$ cat src/logic/tcoc_pkg.sv
// Package with register map, field layout and types of the timer block.
package tcoc_pkg;

   // ----------------------------------------------------------------
   // Register indices; the byte address is four times the index
   // ----------------------------------------------------------------
   localparam logic [7:0] IDX_CTL_A   = 8'h80; // Wave control A.
   localparam logic [7:0] IDX_CTL_B   = 8'h81; // Wave control B.
   localparam logic [7:0] IDX_CMP_A   = 8'h82; // Compare value A.
   localparam logic [7:0] IDX_CMP_B   = 8'h83; // Compare value B.
   localparam logic [7:0] IDX_CAP     = 8'h84; // Capture value (TOP).
   localparam logic [7:0] IDX_CNT     = 8'h85; // Count value, read only.
   localparam logic [7:0] IDX_EV_ST   = 8'h86; // Event status, read only.
   localparam logic [7:0] IDX_EV_CLR  = 8'h87; // Event clear, write only.
   localparam logic [7:0] IDX_EV_EN   = 8'h88; // Event enable.
   localparam logic [7:0] IDX_PIN_DIR = 8'h89; // Pin direction bits.
   localparam logic [7:0] IDX_PIN_DAT = 8'h8A; // Port data bits.

   // ----------------------------------------------------------------
   // Field positions and reset values
   // ----------------------------------------------------------------
   localparam int unsigned     MODE_A_LSB = 6;     // Out mode A at 7:6.
   localparam int unsigned     MODE_B_LSB = 4;     // Out mode B at 5:4.
   localparam int unsigned     WGM_HI_LSB = 3;     // Mode bits 3:2 at 4:3.
   localparam int unsigned     CS_LSB     = 0;     // Clock select at 2:0.
   localparam logic [7:0]      CTL_A_MASK = 8'hF3; // Writable bits of A.
   localparam logic [7:0]      CTL_B_MASK = 8'hDF; // Writable bits of B.
   localparam logic [7:0]      CTL_RST    = 8'h00; // Reset of A and B.
   localparam logic [15:0]     CNT_RST    = 16'h0000;
   localparam int unsigned     EV_WRAP    = 0;     // Wrap event bit.
   localparam int unsigned     EV_MATCH_A = 1;     // Match A event bit.
   localparam int unsigned     EV_MATCH_B = 2;     // Match B event bit.
   localparam int unsigned     EV_W       = 3;     // Event bit count.

   // ----------------------------------------------------------------
   // Prescaler masks and fixed TOP values
   // ----------------------------------------------------------------
   localparam logic [9:0]  PRE_M8    = 10'h007; // Divide by 8.
   localparam logic [9:0]  PRE_M64   = 10'h03F; // Divide by 64.
   localparam logic [9:0]  PRE_M256  = 10'h0FF; // Divide by 256.
   localparam logic [9:0]  PRE_M1024 = 10'h3FF; // Divide by 1024.
   localparam logic [15:0] TOP_8     = 16'h00FF;
   localparam logic [15:0] TOP_9     = 16'h01FF;
   localparam logic [15:0] TOP_10    = 16'h03FF;
   localparam logic [15:0] TOP_MAX   = 16'hFFFF;

   // Clock select codes.
   typedef enum logic [2:0] {
      CS_STOP = 3'h0, CS_DIV1 = 3'h1, CS_DIV8 = 3'h2, CS_DIV64 = 3'h3,
      CS_DIV256 = 3'h4, CS_DIV1024 = 3'h5, CS_EXT_F = 3'h6, CS_EXT_R = 3'h7
   } tcoc_cs_t;

   // Waveform class derived from the four mode bits.
   typedef enum logic [1:0] {
      WC_PLAIN = 2'h0, WC_FAST = 2'h1, WC_DUAL = 2'h3
   } tcoc_class_t;

   // Bus handshake states, Gray along idle to answer.
   typedef enum logic {BUS_IDLE = 1'b0, BUS_ANS = 1'b1} tcoc_bus_t;

   // Avalon-MM request from the master.
   typedef struct packed {
      logic [9:0]  address;
      logic        read;
      logic        write;
      logic [31:0] writedata;
      logic [3:0]  byteenable;
   } tcoc_req_t;

endpackage

$ cat src/logic/tcoc_timer.sv
// Timer with two compare output channels behind an Avalon-MM slave.
`timescale 1ns/1ps
// ------------------------------------------------------------------
// ------------------------------------------------------------------
module tcoc_timer #(
   parameter int unsigned CNT_W = 16 // Counter width, fixed by the map.
) (
   input  wire logic              clk_sys_in,          // System clock.
   input  wire logic              rst_b_in,            // Sync reset, low.
   input  wire tcoc_pkg::tcoc_req_t avs_req_in,        // Bus request.
   output logic [31:0]            avs_readdata_out,    // Read data.
   output logic                   avs_waitrequest_out, // Wait, high idle.
   output logic                   wave_out_a_out,      // Pin A level.
   output logic                   wave_out_a_oe_out,   // Pin A enable.
   output logic                   wave_out_b_out,      // Pin B level.
   output logic                   wave_out_b_oe_out,   // Pin B enable.
   output logic                   irq_out              // Interrupt level.
);

   // ----------------------------------------------------------------
   // Declarations
   // ----------------------------------------------------------------
   // Event width is declared first because the status registers use it.
   localparam int unsigned EV_W_L = tcoc_pkg::EV_W;

   tcoc_pkg::tcoc_bus_t   st_q;       // Bus handshake state.
   logic                  wait_q;     // Waitrequest flop.
   logic [31:0]           rdata_q;    // Read data flop.
   logic [7:0]            ctl_a_q;    // Wave control A.
   logic [7:0]            ctl_b_q;    // Wave control B.
   logic [15:0]           buf_q [2];  // Compare buffers as written.
   logic [15:0]           act_q [2];  // Active compare values.
   logic [15:0]           cap_q;      // Capture value used as TOP.
   logic [15:0]           cnt_q;      // Count value.
   logic                  up_q;       // Counting upward.
   logic [9:0]            pre_q;      // Prescaler.
   logic                  tick_q;     // Timer tick enable.
   logic                  wave_q [2]; // Compare output levels.
   logic                  pin_q [2];  // Pin levels.
   logic                  oe_q [2];   // Pin enables.
   logic [1:0]            dir_q;      // Direction bits.
   logic [1:0]            dat_q;      // Port data bits.
   logic [EV_W_L-1:0]     ev_st_q;    // Sticky event status.
   logic [EV_W_L-1:0]     ev_en_q;    // Event enable.
   logic [EV_W_L-1:0]     ev_set;     // Events this cycle.
   logic                  wr_go;      // Write takes effect.
   logic [7:0]            idx;        // Register index.
   logic [3:0]            wgm;        // Waveform mode.
   logic [1:0]            mode [2];   // Out mode per channel.
   logic                  con [2];    // Channel owns its pin.
   logic                  hit [2];    // Compare match this tick.
   logic [15:0]           top;        // Current TOP.
   tcoc_pkg::tcoc_class_t cls;        // Current waveform class.

   // Width of the map is fixed at 16 bits.
   if (CNT_W != 16) begin : g_chk
      $error("CNT_W must be 16");
   end

   // ----------------------------------------------------------------
   // Decoding functions
   // ----------------------------------------------------------------
   // Class of a waveform mode; reserved mode 13 behaves as plain.
   function automatic tcoc_pkg::tcoc_class_t cls_of(input logic [3:0] m);
      unique case (m)
         4'h5, 4'h6, 4'h7, 4'hE, 4'hF: cls_of = tcoc_pkg::WC_FAST;
         4'h1, 4'h2, 4'h3, 4'h8, 4'h9, 4'hA, 4'hB:
            cls_of = tcoc_pkg::WC_DUAL;
         default: cls_of = tcoc_pkg::WC_PLAIN;
      endcase
   endfunction

   // PWM modes in which code 01 toggles channel A.
   function automatic logic tog_ok(input logic [3:0] m);
      tog_ok = (m == 4'hE) || (m == 4'hF) || (m == 4'h9) || (m == 4'hB);
   endfunction

   // Merges written byte lanes into a 16-bit register.
   function automatic logic [15:0] merge16(input logic [15:0] old,
                                           input logic [31:0] wd,
                                           input logic [3:0]  be);
      merge16 = {be[1] ? wd[15:8] : old[15:8], be[0] ? wd[7:0] : old[7:0]};
   endfunction

   // ----------------------------------------------------------------
   // Mode decode
   // ----------------------------------------------------------------
   // Mode bits combine both control registers.
   assign wgm = {ctl_b_q[tcoc_pkg::WGM_HI_LSB+:2], ctl_a_q[1:0]};
   assign cls = cls_of(wgm);
   assign mode[0] = ctl_a_q[tcoc_pkg::MODE_A_LSB+:2];
   assign mode[1] = ctl_a_q[tcoc_pkg::MODE_B_LSB+:2];
   assign idx = avs_req_in.address[9:2];
   assign wr_go = (st_q == tcoc_pkg::BUS_ANS) && avs_req_in.write;

   // TOP follows the mode: fixed, compare A or capture value.
   always_comb
   begin
      unique case (wgm)
         4'h1, 4'h5: top = tcoc_pkg::TOP_8;
         4'h2, 4'h6: top = tcoc_pkg::TOP_9;
         4'h3, 4'h7: top = tcoc_pkg::TOP_10;
         4'h4, 4'h9, 4'hB, 4'hF: top = act_q[0];
         4'h8, 4'hA, 4'hC, 4'hE: top = cap_q;
         default: top = tcoc_pkg::TOP_MAX;
      endcase
   end

   // ----------------------------------------------------------------
   // Avalon-MM slave: one wait cycle, then the answer
   // ----------------------------------------------------------------
   // A request is seen in idle; the next cycle drops waitrequest.
   always_ff @(posedge clk_sys_in)
   begin
      if (!rst_b_in)
      begin
         st_q    <= tcoc_pkg::BUS_IDLE;
         wait_q  <= 1'b1;
         rdata_q <= 32'h0000_0000;
      end
      else if (st_q == tcoc_pkg::BUS_IDLE)
      begin
         if (avs_req_in.read || avs_req_in.write)
         begin
            st_q   <= tcoc_pkg::BUS_ANS;
            wait_q <= 1'b0;
         end
         // Unmapped and write-only registers read as zero.
         unique case (idx)
            tcoc_pkg::IDX_CTL_A:   rdata_q <= {24'h0, ctl_a_q};
            tcoc_pkg::IDX_CTL_B:   rdata_q <= {24'h0, ctl_b_q};
            tcoc_pkg::IDX_CMP_A:   rdata_q <= {16'h0, buf_q[0]};
            tcoc_pkg::IDX_CMP_B:   rdata_q <= {16'h0, buf_q[1]};
            tcoc_pkg::IDX_CAP:     rdata_q <= {16'h0, cap_q};
            tcoc_pkg::IDX_CNT:     rdata_q <= {16'h0, cnt_q};
            tcoc_pkg::IDX_EV_ST:   rdata_q <= {29'h0, ev_st_q};
            tcoc_pkg::IDX_EV_EN:   rdata_q <= {29'h0, ev_en_q};
            tcoc_pkg::IDX_PIN_DIR: rdata_q <= {30'h0, dir_q};
            tcoc_pkg::IDX_PIN_DAT: rdata_q <= {30'h0, dat_q};
            default:               rdata_q <= 32'h0000_0000;
         endcase
      end
      else
      begin
         st_q   <= tcoc_pkg::BUS_IDLE;
         wait_q <= 1'b1;
      end
   end

   // Control and pin registers; reserved bits stay zero.
   always_ff @(posedge clk_sys_in)
   begin
      if (!rst_b_in)
      begin
         ctl_a_q <= tcoc_pkg::CTL_RST;
         ctl_b_q <= tcoc_pkg::CTL_RST;
         cap_q   <= tcoc_pkg::CNT_RST;
         dir_q   <= 2'h0;
         dat_q   <= 2'h0;
         ev_en_q <= 3'h0;
      end
      else if (wr_go && avs_req_in.byteenable[0])
      begin
         unique case (idx)
            tcoc_pkg::IDX_CTL_A:
               ctl_a_q <= avs_req_in.writedata[7:0] & tcoc_pkg::CTL_A_MASK;
            tcoc_pkg::IDX_CTL_B:
               ctl_b_q <= avs_req_in.writedata[7:0] & tcoc_pkg::CTL_B_MASK;
            tcoc_pkg::IDX_PIN_DIR: dir_q   <= avs_req_in.writedata[1:0];
            tcoc_pkg::IDX_PIN_DAT: dat_q   <= avs_req_in.writedata[1:0];
            tcoc_pkg::IDX_EV_EN:   ev_en_q <= avs_req_in.writedata[2:0];
            default: ;
         endcase
      end
      if (rst_b_in && wr_go && idx == tcoc_pkg::IDX_CAP)
      begin
         cap_q <= merge16(cap_q, avs_req_in.writedata,
                          avs_req_in.byteenable);
      end
   end

   // Compare buffers take bus writes.
   always_ff @(posedge clk_sys_in)
   begin
      if (!rst_b_in)
      begin
         buf_q[0] <= tcoc_pkg::CNT_RST;
         buf_q[1] <= tcoc_pkg::CNT_RST;
      end
      else if (wr_go && idx == tcoc_pkg::IDX_CMP_A)
      begin
         buf_q[0] <= merge16(buf_q[0], avs_req_in.writedata,
                             avs_req_in.byteenable);
      end
      else if (wr_go && idx == tcoc_pkg::IDX_CMP_B)
      begin
         buf_q[1] <= merge16(buf_q[1], avs_req_in.writedata,
                             avs_req_in.byteenable);
      end
   end

   // ----------------------------------------------------------------
   // Prescaler and tick
   // ----------------------------------------------------------------
   // Free prescaler; the tick is a one-cycle enable.
   always_ff @(posedge clk_sys_in)
   begin
      if (!rst_b_in)
      begin
         pre_q  <= 10'h000;
         tick_q <= 1'b0;
      end
      else
      begin
         pre_q <= 10'(pre_q + 10'h001);
         unique case (tcoc_pkg::tcoc_cs_t'(ctl_b_q[2:0]))
            tcoc_pkg::CS_DIV1:    tick_q <= 1'b1;
            tcoc_pkg::CS_DIV8:    tick_q <= &(pre_q[2:0]);
            tcoc_pkg::CS_DIV64:   tick_q <= &(pre_q[5:0]);
            tcoc_pkg::CS_DIV256:  tick_q <= &(pre_q[7:0]);
            tcoc_pkg::CS_DIV1024: tick_q <= &pre_q;
            default:              tick_q <= 1'b0; // Stopped or external.
         endcase
      end
   end

   // ----------------------------------------------------------------
   // Counter and compare update
   // ----------------------------------------------------------------
   // Single slope wraps at TOP; dual slope turns at TOP and BOTTOM.
   always_ff @(posedge clk_sys_in)
   begin
      if (!rst_b_in)
      begin
         cnt_q <= tcoc_pkg::CNT_RST;
         up_q  <= 1'b1;
      end
      else if (tick_q)
      begin
         if (cls == tcoc_pkg::WC_DUAL)
         begin
            if (up_q && cnt_q >= top)
            begin
               up_q  <= 1'b0;
               cnt_q <= 16'(cnt_q - 16'h0001);
            end
            else if (!up_q && cnt_q == 16'h0000)
            begin
               up_q  <= 1'b1;
               cnt_q <= 16'h0001;
            end
            else
            begin
               cnt_q <= up_q ? 16'(cnt_q + 16'h0001) : 16'(cnt_q - 16'h0001);
            end
         end
         else
         begin
            up_q  <= 1'b1;
            cnt_q <= (cnt_q >= top) ? 16'h0000 : 16'(cnt_q + 16'h0001);
         end
      end
   end

   // Plain modes write through; PWM modes copy at TOP or BOTTOM.
   always_ff @(posedge clk_sys_in)
   begin
      if (!rst_b_in)
      begin
         act_q[0] <= tcoc_pkg::CNT_RST;
         act_q[1] <= tcoc_pkg::CNT_RST;
      end
      else if (cls == tcoc_pkg::WC_PLAIN)
      begin
         act_q[0] <= buf_q[0];
         act_q[1] <= buf_q[1];
      end
      else if (tick_q && ((wgm inside {4'h1, 4'h2, 4'h3, 4'hA, 4'hB})
                          ? (cnt_q == top && up_q)
                          : (cnt_q == 16'h0000)))
      begin
         act_q[0] <= buf_q[0];
         act_q[1] <= buf_q[1];
      end
   end

   // ----------------------------------------------------------------
   // Compare output channels
   // ----------------------------------------------------------------
   for (genvar g = 0; g < 2; g++) begin : g_ch
      assign hit[g] = tick_q && (cnt_q == act_q[g]);
      // Code 01 in PWM classes owns the pin only on A in toggle modes.
      assign con[g] = (mode[g] != 2'b00) && !(mode[g] == 2'b01 &&
                      cls != tcoc_pkg::WC_PLAIN &&
                      !(g == 0 && tog_ok(wgm)));

      // Output level changes only on tick cycles.
      always_ff @(posedge clk_sys_in)
      begin
         if (!rst_b_in)
         begin
            wave_q[g] <= 1'b0;
         end
         else if (tick_q && mode[g] == 2'b01)
         begin
            if (hit[g] && con[g])
               wave_q[g] <= !wave_q[g];
         end
         else if (tick_q && mode[g][1] && cls == tcoc_pkg::WC_PLAIN)
         begin
            if (hit[g])
               wave_q[g] <= mode[g][0];
         end
         else if (tick_q && mode[g][1] && cls == tcoc_pkg::WC_FAST)
         begin
            if (hit[g] && act_q[g] != top)
               wave_q[g] <= mode[g][0];
            else if (cnt_q == 16'h0000)
               wave_q[g] <= !mode[g][0];
         end
         else if (tick_q && mode[g][1])
         begin
            if (act_q[g] == 16'h0000)
               wave_q[g] <= mode[g][0];
            else if (act_q[g] == top)
               wave_q[g] <= !mode[g][0];
            else if (hit[g])
               wave_q[g] <= up_q ? mode[g][0] : !mode[g][0];
         end
      end

      // Pin follows the channel when owned, else port data.
      always_ff @(posedge clk_sys_in)
      begin
         if (!rst_b_in)
         begin
            pin_q[g] <= 1'b0;
            oe_q[g]  <= 1'b0;
         end
         else
         begin
            pin_q[g] <= con[g] ? wave_q[g] : dat_q[g];
            oe_q[g]  <= dir_q[g];
         end
      end
   end

   // ----------------------------------------------------------------
   // Events and interrupt
   // ----------------------------------------------------------------
   // Wrap at BOTTOM in dual slope, at TOP in fast, at MAX otherwise.
   always_comb
   begin
      ev_set = 3'h0;
      ev_set[tcoc_pkg::EV_MATCH_A] = hit[0];
      ev_set[tcoc_pkg::EV_MATCH_B] = hit[1];
      unique case (cls)
         tcoc_pkg::WC_DUAL:
            ev_set[tcoc_pkg::EV_WRAP] = tick_q && !up_q && cnt_q == 16'h0;
         tcoc_pkg::WC_FAST:
            ev_set[tcoc_pkg::EV_WRAP] = tick_q && cnt_q == top;
         default:
            ev_set[tcoc_pkg::EV_WRAP] = tick_q && cnt_q == tcoc_pkg::TOP_MAX;
      endcase
   end

   // Sticky status; a new event wins over a clear in the same cycle.
   always_ff @(posedge clk_sys_in)
   begin
      if (!rst_b_in)
      begin
         ev_st_q <= 3'h0;
         irq_out <= 1'b0;
      end
      else
      begin
         if (wr_go && idx == tcoc_pkg::IDX_EV_CLR && avs_req_in.byteenable[0])
            ev_st_q <= (ev_st_q & ~avs_req_in.writedata[2:0]) | ev_set;
         else
            ev_st_q <= ev_st_q | ev_set;
         irq_out <= |(ev_st_q & ev_en_q);
      end
   end

   assign avs_readdata_out    = rdata_q;
   assign avs_waitrequest_out = wait_q;
   assign wave_out_a_out      = pin_q[0];
   assign wave_out_a_oe_out   = oe_q[0];
   assign wave_out_b_out      = pin_q[1];
   assign wave_out_b_oe_out   = oe_q[1];
endmodule

$ cat config.mk
export PLATFORM = sky130hd
export DESIGN_NAME = tcoc_timer
export DESIGN_NICKNAME = d
export VERILOG_FILES = /design/src/logic/tcoc_pkg.sv /design/src/logic/tcoc_timer.sv
export SDC_FILE = /design/constraint.sdc
export NUM_CORES = 1
export LEC_CHECK = 0
export BUFFER_PORTS_ARGS = -buffer_cell sky130_fd_sc_hd__clkbuf_2
export CAP_MARGIN = 20
export CORE_MARGIN = 4
export CORE_UTILIZATION = 62
export CTS_BUF_LIST = sky130_fd_sc_hd__clkbuf_2 sky130_fd_sc_hd__clkbuf_4 sky130_fd_sc_hd__clkbuf_8
export CTS_CLUSTER_DIAMETER = 120
export DETAILED_ROUTE_END_ITERATION = 6
export PLACE_DENSITY_LB_ADDON = 0.2
export SLEW_MARGIN = 25
export SYNTH_ARGS = -nofsm -noshare
export SYNTH_HDL_FRONTEND = slang
export SYNTH_SLANG_ARGS = --single-unit
$ cat constraint.sdc
create_clock -name clk_sys_in -period 10.35 [get_ports clk_sys_in]
set_clock_uncertainty 0.1 [all_clocks]
set_input_delay 1.5525 -clock clk_sys_in [delete_from_list [all_inputs] [get_ports clk_sys_in]]
set_output_delay 1.5525 -clock clk_sys_in [all_outputs]
set_load 0.05 [all_outputs]
# Word-level counts from Yosys, hierarchy flattened
# Memories as Yosys holds them, arrays and structs flattened.
# Index checks and enable logic that the tools add are counted.
dict set report word_totals {
  mem_bits_rw 70
  rom_bits 32
  latchBits 0
  regBits 102
  output_inout_bits 38
  n_memories 6
  in_bits 50
}
dict set report classes {
  bitwise 30
  multipliers 0
  div 0
  n_reduce_logical 74
  n_mux 156
  n_eq_ne 46
  addsub 3
  order_cmp 1
  n_shift 0
}
# memory depth word_bits read_ports rd_clocked_by_memory_dff write_ports line_no
set memory_table {}
lappend memory_table {{(name not given)} 16 2 1 0 0 tcoc_timer.sv:65} ;# unique case (m)
lappend memory_table {act_q 2 16 2 0 2 tcoc_timer.sv:32} ;# logic [15:0] act_q [2];
lappend memory_table {buf_q 2 16 2 0 2 tcoc_timer.sv:31} ;# logic [15:0] buf_q [2];
lappend memory_table {oe_q 2 1 2 0 2 tcoc_timer.sv:40} ;# logic oe_q [2];
lappend memory_table {pin_q 2 1 2 0 2 tcoc_timer.sv:39} ;# logic pin_q [2];
lappend memory_table {wave_q 2 1 2 0 2 tcoc_timer.sv:38} ;# logic wave_q [2];
# op count
set ops {}
lappend ops {{2-to-1 mux 16 bit} 13}
lappend ops {{case mux 16 bit (10 select lines)} 1}
lappend ops {{2-to-1 mux 1 bit} 132}
lappend ops {{equality test 8 bit, second input constant} 11}
lappend ops {{equality test 16 bit} 5}
lappend ops {{case mux 16 bit (5 select lines)} 1}
lappend ops {{logical NOT 16 bit} 3}
lappend ops {{2-to-1 mux 8 bit} 6}
lappend ops {{logical AND 1 bit} 35}
lappend ops {{inequality test 16 bit} 2}
lappend ops {{equality test 4 bit, second input constant} 7}
lappend ops {{OR 1 bit} 24}
lappend ops {{adder 16 x 1 -> 16 bit, second input constant} 1}
lappend ops {{equality test 16 bit, second input constant} 1}
lappend ops {{equality test 4 x 3 -> 1 bit, second input constant} 4}
lappend ops {{greater-or-equal comparator 16 bit} 1}
lappend ops {{AND reduction 2 bit} 8}
lappend ops {{subtractor 16 x 1 -> 16 bit, second input constant} 1}
lappend ops {{adder 10 x 1 -> 10 bit, second input constant} 1}
lappend ops {{AND reduction 10 bit} 1}
lappend ops {{equality test 4 x 2 -> 1 bit, second input constant} 2}
lappend ops {{logical NOT 1 bit} 8}
lappend ops {{AND reduction 8 bit} 1}
lappend ops {{OR reduction 2 bit} 4}
lappend ops {{other kinds (24)} 37}

# Longest topological paths before layout
# Gate-level depths: netlist of run 1.
dict set report depth {
  depth_word 20
  mapped_depth 16
}

# Least setup slack after synthesis of run 1
# Ideal clock, no wire load.
dict set report synth_timing {
  kind {input to register}
  from {input avs_req_in[45] (netlist name)}
  to {memory buf_q[0][10] (enable)}
  setup_slack_ps 5985
  t_arrival_ps 3878
  n_path_buf 2
  stages 6
  t_required_ps 9863
  cell_sequence {or4b_2 -> clkbuf_1 -> nor3_1 -> nand2_1 -> clkbuf_1 -> o31ai_1}
}
# item line_no
set synth_rtl {}
lappend synth_rtl {{start: declaration} tcoc_timer.sv:10} ;# input wire tcoc_pkg::tcoc_req_t avs_req_in,
lappend synth_rtl {{end: declaration} tcoc_timer.sv:31}

# Final worst setup path of run 1
dict set report layout_timing {
  from {register ctl_a_q[1]}
  to {register cnt_q[15]}
}
dict set report layout_via {
  elab_chain_cells 7
}
# item line_no
set layout_rtl {}
lappend layout_rtl {{start: declaration} tcoc_timer.sv:29} ;# logic [7:0] ctl_a_q;
lappend layout_rtl {{start signal: assignment} tcoc_timer.sv:155} ;# ctl_a_q <= tcoc_pkg::CTL_RST;
lappend layout_rtl {{start signal: assignment} tcoc_timer.sv:166} ;# ctl_a_q <= avs_req_in.writedata[7:0] & tcoc_pkg::CTL_A_MASK;
lappend layout_rtl {{equality test 4 bit (tied with other cells)} tcoc_timer.sv:99} ;# unique case (wgm)
lappend layout_rtl {{OR reduction 4 bit or OR reduction 2 bit (tied branches)} tcoc_timer.sv:99}
lappend layout_rtl {{case mux 16 bit (5 select lines)} tcoc_timer.sv:99}
lappend layout_rtl {{greater-or-equal comparator 16 bit} {tcoc_timer.sv:242, tcoc_timer.sv:260}}
lappend layout_rtl {{logical AND 1 bit} tcoc_timer.sv:242} ;# if (up_q && cnt_q >= top)
lappend layout_rtl {{2-to-1 mux 16 bit} tcoc_timer.sv:242}
lappend layout_rtl {{2-to-1 mux 16 bit *} tcoc_timer.sv:240} ;# if (cls == tcoc_pkg::WC_DUAL)
lappend layout_rtl {{end signal: assignment} tcoc_timer.sv:245} ;# cnt_q <= 16'(cnt_q - 16'h0001);
lappend layout_rtl {{end signal: assignment} tcoc_timer.sv:254} ;# cnt_q <= up_q ? 16'(cnt_q + 16'h0001) : 16'(cnt_q - 16'h0001);
lappend layout_rtl {{end signal: assignment} tcoc_timer.sv:260} ;# cnt_q <= (cnt_q >= top) ? 16'h0000 : 16'(cnt_q + 16'h0001);
lappend layout_rtl {{end: declaration} tcoc_timer.sv:34} ;# logic [15:0] cnt_q;
# Every way passes the cells marked *; elsewhere a longest branch is shown, timed or not.
# A chain may end at the register's enable or synchronous reset.

==> results of run 1 <==
final cells by class:
class                           count  area, um2
Timing Repair Buffer               69      390.4
Sequential cell                   156       3934
Clock buffer                       19      261.5
Multi-Input combinational cell    801       5202
Inverter                           34      127.6
Tap cell                          188      235.2
Clock inverter                     13      122.6
Fill cell                        1246       4928
registers in the layout, indices dropped and copies added, names as in the netlist, 2 cells and up:
name / cells
act_q: 32
cap_q: 16
wave_q: 2
oe_q: 2
ctl_a_q: 6
ctl_b_q: 7
cnt_q: 16
dat_q: 2
pin_q: 2
ev_en_q: 3
pre_q: 10
ev_st_q: 3
avs_readdata_out: 16
buf_q: 32
dir_q: 2
tightest hold or removal path, stage by stage, from the launching register on:
cell and delay (ps):
dfxtp_1 320, nand2_1 50, a21oi_1 50
routing by layer:
metal | part of all wire | routed length [um] | vias up | global-route usage
met5 | 0 | 0 | - | 0
met4 | 0.020 | 537 | 0 | 0.08661
met3 | 0.097 | 2562 | 45 | 0.05019
met2 | 0.46 | 12180 | 421 | 0.4748
met1 | 0.42 | 11200 | 3967 | 0.4320
li1 | - | - | 3882 | -
stage by stage:
stage          cell area (um2)  utilization  std cells
3_3_place_gp              9887       0.6504       1248
2_1_floorplan             9698            -       1088
4_1_cts                  10270       0.6756       1280
6_report                 10270       0.6758       1280
5_1_grt                  10270       0.6758       1280
3_5_place_dp              9887       0.6504       1248
cells in the mapped netlist (5+ instances only):
cell / count
clkbuf_1: 63
nand2b_1: 14
a31oi_1: 11
edfxtp_1: 81
o21ai_0: 61
nand3_1: 43
or3_1: 7
and2_1: 36
dfxtp_1: 75
buf_2: 9
a31o_2: 6
a22oi_1: 36
nand3b_1: 5
a21o_1: 11
a211o_1: 5
a221oi_1: 5
mux2i_1: 33
nand4_1: 13
xnor2_1: 26
a22o_1: 6
nand2_1: 50
or4_1: 7
mux2_2: 6
inv_1: 33
nor2_1: 112
xor2_1: 39
o211ai_1: 6
buf_1: 7
o32ai_1: 6
nor2b_1: 40
nor3_1: 22
nor3b_1: 5
and3_1: 8
ha_1: 20
a21oi_1: 45
buf_4: 17
nor4_1: 17
a211oi_1: 8
o22a_1: 7
power by group through the flow:
stage,clock network [mW],logic [mW],registers (mW)
after CTS,0.454,0.0793,0.676
after detailed placement,0,0.0789,0.690
after global placement,0,0.0781,0.690
after global routing,0.481,0.0865,0.678
after floorplan,0,0.0625,0.684
final,0.453,0.0800,0.677
how the worst min path moves through the flow:
stage | from | to | slack (ps) | cells after the start
after floorplan | pre_q[0]$_SDFF_PN0_ | pre_q[0]$_SDFF_PN0_ | 330 | 1
after global placement | ctl_b_q[6]$_SDFFE_PN0P_ | ctl_b_q[6]$_SDFFE_PN0P_ | 340 | 2
after global routing | ctl_b_q[7]$_SDFFE_PN0P_ | ctl_b_q[7]$_SDFFE_PN0P_ | 390 | 2
after detailed placement | ctl_b_q[7]$_SDFFE_PN0P_ | ctl_b_q[7]$_SDFFE_PN0P_ | 350 | 2
final | ctl_b_q[7]$_SDFFE_PN0P_ | ctl_b_q[7]$_SDFFE_PN0P_ | 370 | 2
after CTS | ctl_b_q[7]$_SDFFE_PN0P_ | ctl_b_q[7]$_SDFFE_PN0P_ | 360 | 2
placed cells by master, fill, tap and decap left out, drive strengths merged, types with 5 or more instances in the layout:
master / instances
a211o: 5
nand2b: 14
nor3: 23
a21oi: 46
xor2: 39
a221oi: 5
edfxtp: 81
or3: 8
clkbuf: 70
a22o: 6
o211ai: 6
nand3: 43
nor2b: 40
nor3b: 5
o21ai: 62
conb: 16
and2: 36
a211oi: 8
nand3b: 5
o22a: 7
clkinv: 5
nand2: 50
ha: 20
mux2i: 33
nand4: 13
dfxtp: 75
a22oi: 36
o32ai: 6
inv: 42
nor4: 18
a31o: 7
nor2: 113
o22ai: 5
buf: 18
mux2: 6
xnor2: 26
or4: 7
and3: 8
a21o: 11
a31oi: 11
kinds of logic after synthesis:
family                   after synthesis  share of synthesized area
AO/OA/AOI/OAI                        258                     0.1828
XOR/XNOR                              65                    0.05905
adder cells (fa/ha/maj)               20                    0.02595
buffers and inverters                131                    0.05956
flip-flops                           156                     0.4080
multiplexers                          41                    0.04594
other                                  1                  0.0003889
AND/OR/NAND/NOR                      401                     0.2183
==> impl_metrics.toml, run 1 <==
[yosys]
ys.flop_type = "edfxtp_1"
synth_seq_area_share = 0.4080
synth.area.top_cells = "edfxtp_1 (25%), dfxtp_1 (16%), nor2_1 (4.4%)"
synth_top_area_cell = "edfxtp_1"
syn_inst = 1073
synth-edff-count = 81
ys_seq_elements = 156
netlist.area_leader.share = 0.2523
async_reset_ff_frac = 0
avgSynthCellArea_um2 = 8.986
ys_types = 79
yosysWarningCount = 0
synth_area_um2 = 9642

[critical_path]
timing.rr.start = "ctl_a_q[1]$_SDFFE_PN0P_"
path_cells = "nor2b_1 -> mux4_2 -> a21oi_4 -> ha_1 -> a21o_1 -> a21o_1 -> a211oi_1 -> o21ai_0 -> a211o_1 -> or4_1 -> o21ai_0 -> a22o_1"
reg2regPathDepth = 12
critPathCapture = "cnt_q[15]$_SDFFE_PN0P_"
endpoint_kind = "register"
cpPeakStageDelay_ps = 920
start_kind = "register"
crit_family = "compound AO/OA/AOI/OAI gates"
path_depth = 12
critPathKind = "reg -> reg"
startpoint = "ctl_a_q[1]$_SDFFE_PN0P_"
worstPathRequired_ps = 10670
crit_buf_inv = 0
crit_path_top_delay_cell = "dfxtp_1"
cp_max_fo = 22
ff2ff_setup_slack_ps = 5630
timing.rr.end = "cnt_q[15]$_SDFFE_PN0P_"
worstPathArrival_ps = 5050

[cts]
hold_buffers = 0
clockBufferDepth = 2
cts_root_buf = "clkbuf_8"
cts-buffers-inserted = 17
clock_latency_ps = 470
cts_max_level = 4
path_clk_slew_ps = 100
cts_resized = 0
cts.sinks = 156
cts_tree = "built"
post_cts_buffers = 0

[status]
status = "finished, final reports clean"

[power]
power_density_nw_per_um2 = 117.7
switching_share = 0.2757
pwr-share-clk = 0.374
pwr-share-comb = 0.066
seqPwrFrac = 0.559
power_leakage_nw = 4.100
peakVddDrop_mv = 0.1108
power_switching_mw = 0.3335
power_mw = 1.210
p_int_mw = 0.8760

[layout]
diodes = 0
drive_gt1_frac = 0.1200
nets = 1149
area_growth_pct = 6.553

[sta]
max_slew.worst_pin.slew_ps = 1027
fmax_ghz = 0.2116
finalCritPeriodShare = 0.4565
finalMaxSlewViolations = 0
min_period_ps = 4725
relSlewSlack = 0.3127
worst_slack_ps = 5625
rsz0062_at_grt = "no"
hold_viol_final = 0
setup-tns-final_ps = 0
setup_viol = 0
hold_slack_ps = 366.5

[grt]
grt_pass1_vias = 7752
grtUsageTotal = 0.3016
grt_pass1_wl_um = 42190
grt_overflow = 0
grt_max_degree = 65
antenna_found_initial = 0

[route]
routed_wl_um = 26480
remaining_drc_errors = 0
ant_nets = 0
dr.pass1.iters = 5
dr_total_vias = 8315
wire_per_inst_um = 20.69
vias_per_cell = 6.496
drtIter0Drc = 874

[floorplan]
io_pins = 88
die_area_um2 = 17610
die_w_um = 132.7
core_um2 = 15200
placementRows = 45
die_h_um = 132.7
initial_core_util = 0.6342

[place]
hpwlAfterDp_um = 19000
place_congestion = 1.006
dp_worst_setup_slack_ps = 5273
io_buffer_count = 51

[job]
drv_cap = 0

[worst_hold_path]
min_path_type = "reg -> reg"
Power figures use the tool's default switching activity.
==> run 2, diff against run 1 <==
==> constraint.sdc (replaced) <==
create_clock -name clk_sys_in -period 4.4 [get_ports clk_sys_in]
set_clock_uncertainty 0.1 [all_clocks]
set_input_delay 0.66 -clock clk_sys_in [delete_from_list [all_inputs] [get_ports clk_sys_in]]
set_output_delay 0.66 -clock clk_sys_in [all_outputs]
set_load 0.05 [all_outputs]
==> run 2 against run 1 <==
- register-to-register slack got worse by 5200 ps
- clock power up 140%
- wire length up 2.5%
- critical path depth increased by 2
- count of clock-buffer cells in the layout did not move
- non-clock buffer count up 21
- die area is the same
- combinational power increased by 150%
- hold slack lost 31 ps
- maximum frequency up 19%
- critical path type unchanged
- highest routed layer unchanged
==> impl_metrics.toml, run 2 (synthesis results as in run 1) <==
[status]
status = "finished, final reports clean"

[critical_path]
worstPathArrival_ps = 4270
crit_buf_inv = 1
crit_family = "compound AO/OA/AOI/OAI gates"
cpPeakStageDelay_ps = 630
ff2ff_setup_slack_ps = 420
critPathKind = "reg -> reg"
worstPathRequired_ps = 4700
cp_max_fo = 13
crit_path_top_delay_cell = "dfxtp_1"
path_cells = "nand2b_1 -> a31o_2 -> a21o_1 -> ha_1 -> nand3_1 -> o221ai_1 -> a21o_1 -> a21oi_1 -> o21ai_0 -> a211oi_1 -> buf_4 -> or3_1 -> a211o_1 -> a21oi_1"
start_kind = "register"
endpoint_kind = "register"

[power]
power_leakage_nw = 4.217
power_mw = 2.865
peakVddDrop_mv = 0.3086
power_density_nw_per_um2 = 274.3

[cts]
cts_root_buf = "clkbuf_8"
post_cts_buffers = 0
clock_latency_ps = 460
cts_resized = 0
cts_tree = "built"
cts.sinks = 156
clockBufferDepth = 2
cts-buffers-inserted = 17
cts_max_level = 4
path_clk_slew_ps = 90
hold_buffers = 0

[sta]
rsz0062_at_grt = "no"
relSlewSlack = 0.4367
max_slew.worst_pin.slew_ps = 837.3
min_period_ps = 3975
fmax_ghz = 0.2516
finalMaxSlewViolations = 0
finalCritPeriodShare = 0.9035
setup-tns-final_ps = 0
hold_viol_final = 0
setup_viol = 0

[route]
wire_per_inst_um = 20.87
drtIter0Drc = 782
remaining_drc_errors = 0
routed_wl_um = 27150
dr_total_vias = 8391
dr.pass1.iters = 7
ant_nets = 0
vias_per_cell = 6.450

[layout]
nets = 1170
fillers = 1204
final_cell_mix = "nor2_1 (112), edfxtp_1 (81), dfxtp_1 (75)"
drive_gt1_frac = 0.1357
largest_registers = "act_q: 32 flops, buf_q: 32 flops"
register_area_um2 = 3934
multiInputGateArea_um2 = 5200
diodes = 0
area_growth_pct = 8.319
final_common_cell = "nor2_1"

[grt]
antenna_found_initial = 0
grtUsageTotal = 0.3053
grt_overflow = 0
grt_max_degree = 64
grt_pass1_wl_um = 42450
grt_pass1_vias = 7902

[floorplan]
die_w_um = 132.7
initial_core_util = 0.6342
die_h_um = 132.7
core_um2 = 15200
io_pins = 88
die_area_um2 = 17610
placementRows = 45

[place]
place_congestion = 1.023
hpwlAfterDp_um = 20220
io_buffer_count = 51

[job]
drv_cap = 0

[worst_hold_path]
min_path_type = "in -> reg"
run 2: stage by stage:
| step | util | setup WS [ps] | hold slack (ps) | instances | instance area, um2 |
|---|---|---|---|---|---|
| detailed placement | 0.6616 | 487.4 | 347.6 | 1269 | 10060 |
| floorplan | - | 839.5 | 330.2 | 1088 | 9698 |
| finish | 0.6870 | 424.6 | 335.8 | 1301 | 10440 |
| global route | 0.6870 | 151.3 | 353.9 | 1301 | 10440 |
| global placement | 0.6616 | 538.9 | 345.2 | 1269 | 10060 |
| CTS | 0.6870 | 472.4 | 326.6 | 1301 | 10440 |
run 2: final cells by class:
class | instances | area share
well taps | 188 | 0.02252
repair buffers | 90 | 0.05367
clock inverters | 13 | 0.01258
clock buffers | 19 | 0.02444
inverters | 34 | 0.01222
flip-flops and latches | 156 | 0.3767
multi-input cells | 801 | 0.4979
run 2: tightest hold or removal path, delay by kind of cell:
kind / cells / cell delay, ps
buf+inv: 1 / 70
simple gates: 2 / 130
run 2: final timing paths:
path	depth (start not counted)	start	endpoint
max	14	ctl_b_q[3]$_SDFFE_PN0P_	cnt_q[12]$_SDFFE_PN0P_
max reg2reg	14	ctl_b_q[3]$_SDFFE_PN0P_	cnt_q[12]$_SDFFE_PN0P_
min reg2reg	2	ctl_b_q[7]$_SDFFE_PN0P_	ctl_b_q[7]$_SDFFE_PN0P_
min	3	avs_req_in[37]	st_q$_SDFF_PP0_
run 2: report_power, final:
group	leakage [nW]	total (mW)	internal, mW	switching (mW)
clock network	0.202	1.08	0.484	0.596
logic	2.52	0.197	0.0635	0.133
registers	1.49	1.59	1.55	0.0353
run 2: routing by layer:
layer | track usage | vias to the layer above | wire length (um)
li1 | - | 3933 | -
met1 | 0.4182 | 3928 | 10990
met2 | 0.4708 | 463 | 12230
met3 | 0.07262 | 67 | 3034
met4 | 0.1195 | 0 | 897
met5 | 0 | - | 0
==> run 3, diff against run 2 <==
--- a/config.mk
+++ b/config.mk
@@ -7,6 +7,7 @@
 export LEC_CHECK = 0
 export BUFFER_PORTS_ARGS = -buffer_cell sky130_fd_sc_hd__clkbuf_2
 export CAP_MARGIN = 20
+export CORE_ASPECT_RATIO = 1.2
 export CORE_MARGIN = 4
 export CORE_UTILIZATION = 62
 export CTS_BUF_LIST = sky130_fd_sc_hd__clkbuf_2 sky130_fd_sc_hd__clkbuf_4 sky130_fd_sc_hd__clkbuf_8
==> run 3 against run 2 <==
- power is 0.44% higher
- maximum frequency is 0.88% lower
- largest power group unchanged
- via count is 0.87% higher
- design area is 0.49% higher
- combinational power is 3% lower
- critical path type unchanged
- utilization is 0.61 points higher
- worst setup slack worse by 35 ps
- hold slack worse by 12 ps
- die area hardly changed
- non-clock buffer count stayed put
- largest cell class unchanged
- first-iteration DRC count is 32% higher
==> impl_metrics.toml, run 3 (synthesis results as in run 1) <==
[critical_path]
cpPeakStageDelay_ps = 650
start_kind = "register"
crit_path_top_delay_cell = "dfxtp_1"
cp_max_fo = 13
worstPathArrival_ps = 4350
endpoint_kind = "register"
critPathKind = "reg -> reg"
cp_common_cell = "a21oi_1"
path_cells = "nand2b_1 -> a31o_2 -> a21o_1 -> ha_1 -> a21oi_1 -> o221ai_1 -> a21o_1 -> a21oi_1 -> o21ai_0 -> buf_4 -> a21oi_1 -> or4_1 -> a311oi_1 -> a31o_2"
worstPathRequired_ps = 4740
timing.rr.start = "ctl_b_q[3]$_SDFFE_PN0P_"
startpoint = "ctl_b_q[3]$_SDFFE_PN0P_"

[power]
switching_share = 0.2885
pwr-share-clk = 0.380
peakVddDrop_mv = 0.2892
pwr-share-comb = 0.067
power_leakage_nw = 4.225
p_int_mw = 2.047
seqPwrFrac = 0.553
power_density_nw_per_um2 = 274.2
power_switching_mw = 0.8302

[floorplan]
io_pins = 88
core_um2 = 15140
placementRows = 49
die_area_um2 = 17620
initial_core_util = 0.6367
die_h_um = 144.6
die_w_um = 121.8

[sta]
max_slew.worst_pin.slew_ps = 984.4
setup-tns-final_ps = 0
finalMaxSlewViolations = 0
min_period_ps = 4011
hold_viol_final = 0
rsz0062_at_grt = "no"
hold_slack_ps = 323.5
fmax_ghz = 0.2493
setup_viol = 0
relSlewSlack = 0.3402
worst_slack_ps = 389.3
finalCritPeriodShare = 0.9115

[layout]
area_growth_pct = 8.851
final_cell_mix = "nor2_1 (112), edfxtp_1 (81), dfxtp_1 (75)"
drive_gt1_frac = 0.1375
largest_registers = "act_q: 32 flops, buf_q: 32 flops"
nets = 1170
fillers = 1252
final_common_cell = "nor2_1"

[cts]
cts_root_buf = "clkbuf_8"
post_cts_buffers = 0
cts_max_level = 4
cts_resized = 0
clockBufferDepth = 2
cts_tree = "built"
hold_buffers = 0
clock_latency_ps = 480
cts-buffers-inserted = 17
path_clk_slew_ps = 110
cts.sinks = 156

[place]
place_congestion = 1.000
dp_worst_setup_slack_ps = 448.4
io_buffer_count = 51
hpwlAfterDp_um = 20870

[route]
drtIter0Drc = 1029
vias_per_cell = 6.422
remaining_drc_errors = 0
ant_nets = 0
wire_per_inst_um = 21.44
dr_total_vias = 8464
dr.pass1.iters = 6
routed_wl_um = 28260

[grt]
grt_pass1_vias = 8246
grt_pass1_wl_um = 44480
antenna_found_initial = 0
grt_overflow = 0
grtUsageTotal = 0.3293
grt_max_degree = 64

[status]
status = "finished, final reports clean"

[worst_hold_path]
min_path_type = "in -> reg"
worst_hold_startpoint = "avs_req_in[37]"

[job]
drv_cap = 0
## run 3: cell types whose count changed in the layout (fill, tap and decap cells not counted), sizes merged
cell	before	now
bufinv	1	0
clkbuf	70	68
clkinv	3	5
clkinvlp	1	0
diode	0	1
inv	42	44
## run 3: metal layers
metal	wire length (um)	vias to the layer above	track usage
li1	-	3927	-
met1	11100	4038	0.4318
met2	13490	421	0.5355
met3	2551	78	0.05556
met4	1117	0	0.1522
met5	0	-	0
## run 3: final timing paths
check | endpoint | slack, ps | cells past startpoint
worst max-delay path | cnt_q[6]$_SDFFE_PN0P_ | 390 | 14
worst max register to register | cnt_q[6]$_SDFFE_PN0P_ | 390 | 14
worst min-delay path | st_q$_SDFF_PP0_ | 320 | 3
worst min register to register | pre_q[0]$_SDFF_PN0_ | 370 | 1
## run 3: layout make-up
cell class,instances,area [um2],area share
timing repair buffer,90,573.1,0.05460
sequential,156,3934,0.3748
clock inverter,15,163.9,0.01562
multi-input combinational,801,5205,0.4959
antenna,1,2.502,0.0002384
tap,204,255.2,0.02432
clock buffer,17,234.0,0.02229
inverter,34,127.6,0.01216
## run 3: power groups by stage
stage          registers, mW  logic [mW]  clock network (mW)
2_1_floorplan           1.61       0.147                   0
3_3_place_gp            1.62       0.187                   0
3_5_place_dp            1.62       0.189                   0
4_1_cts                 1.59       0.190                1.11
5_1_grt                 1.60       0.208                1.16
6_report                1.59       0.192                1.09
## run 3: through the flow
stage	power, mW	area (um2)	std cells	util
after floorplan	1.756	9698	1088	-
after global placement	1.810	10090	1285	0.6666
after detailed placement	1.814	10090	1285	0.6666
after CTS	2.888	10490	1317	0.6929
after global routing	2.964	10490	1317	0.6929
final	2.878	10500	1318	0.6931
## run 3: worst max-delay path, delay by kind of cell, from the launching register on
kind	cells	cell delay, ps
buffers and inverters	1	160
and+or+nand+nor	2	910
AOI/OAI and AO/OA	10	1830
DFF	1	650
adders and majority gates	1	310
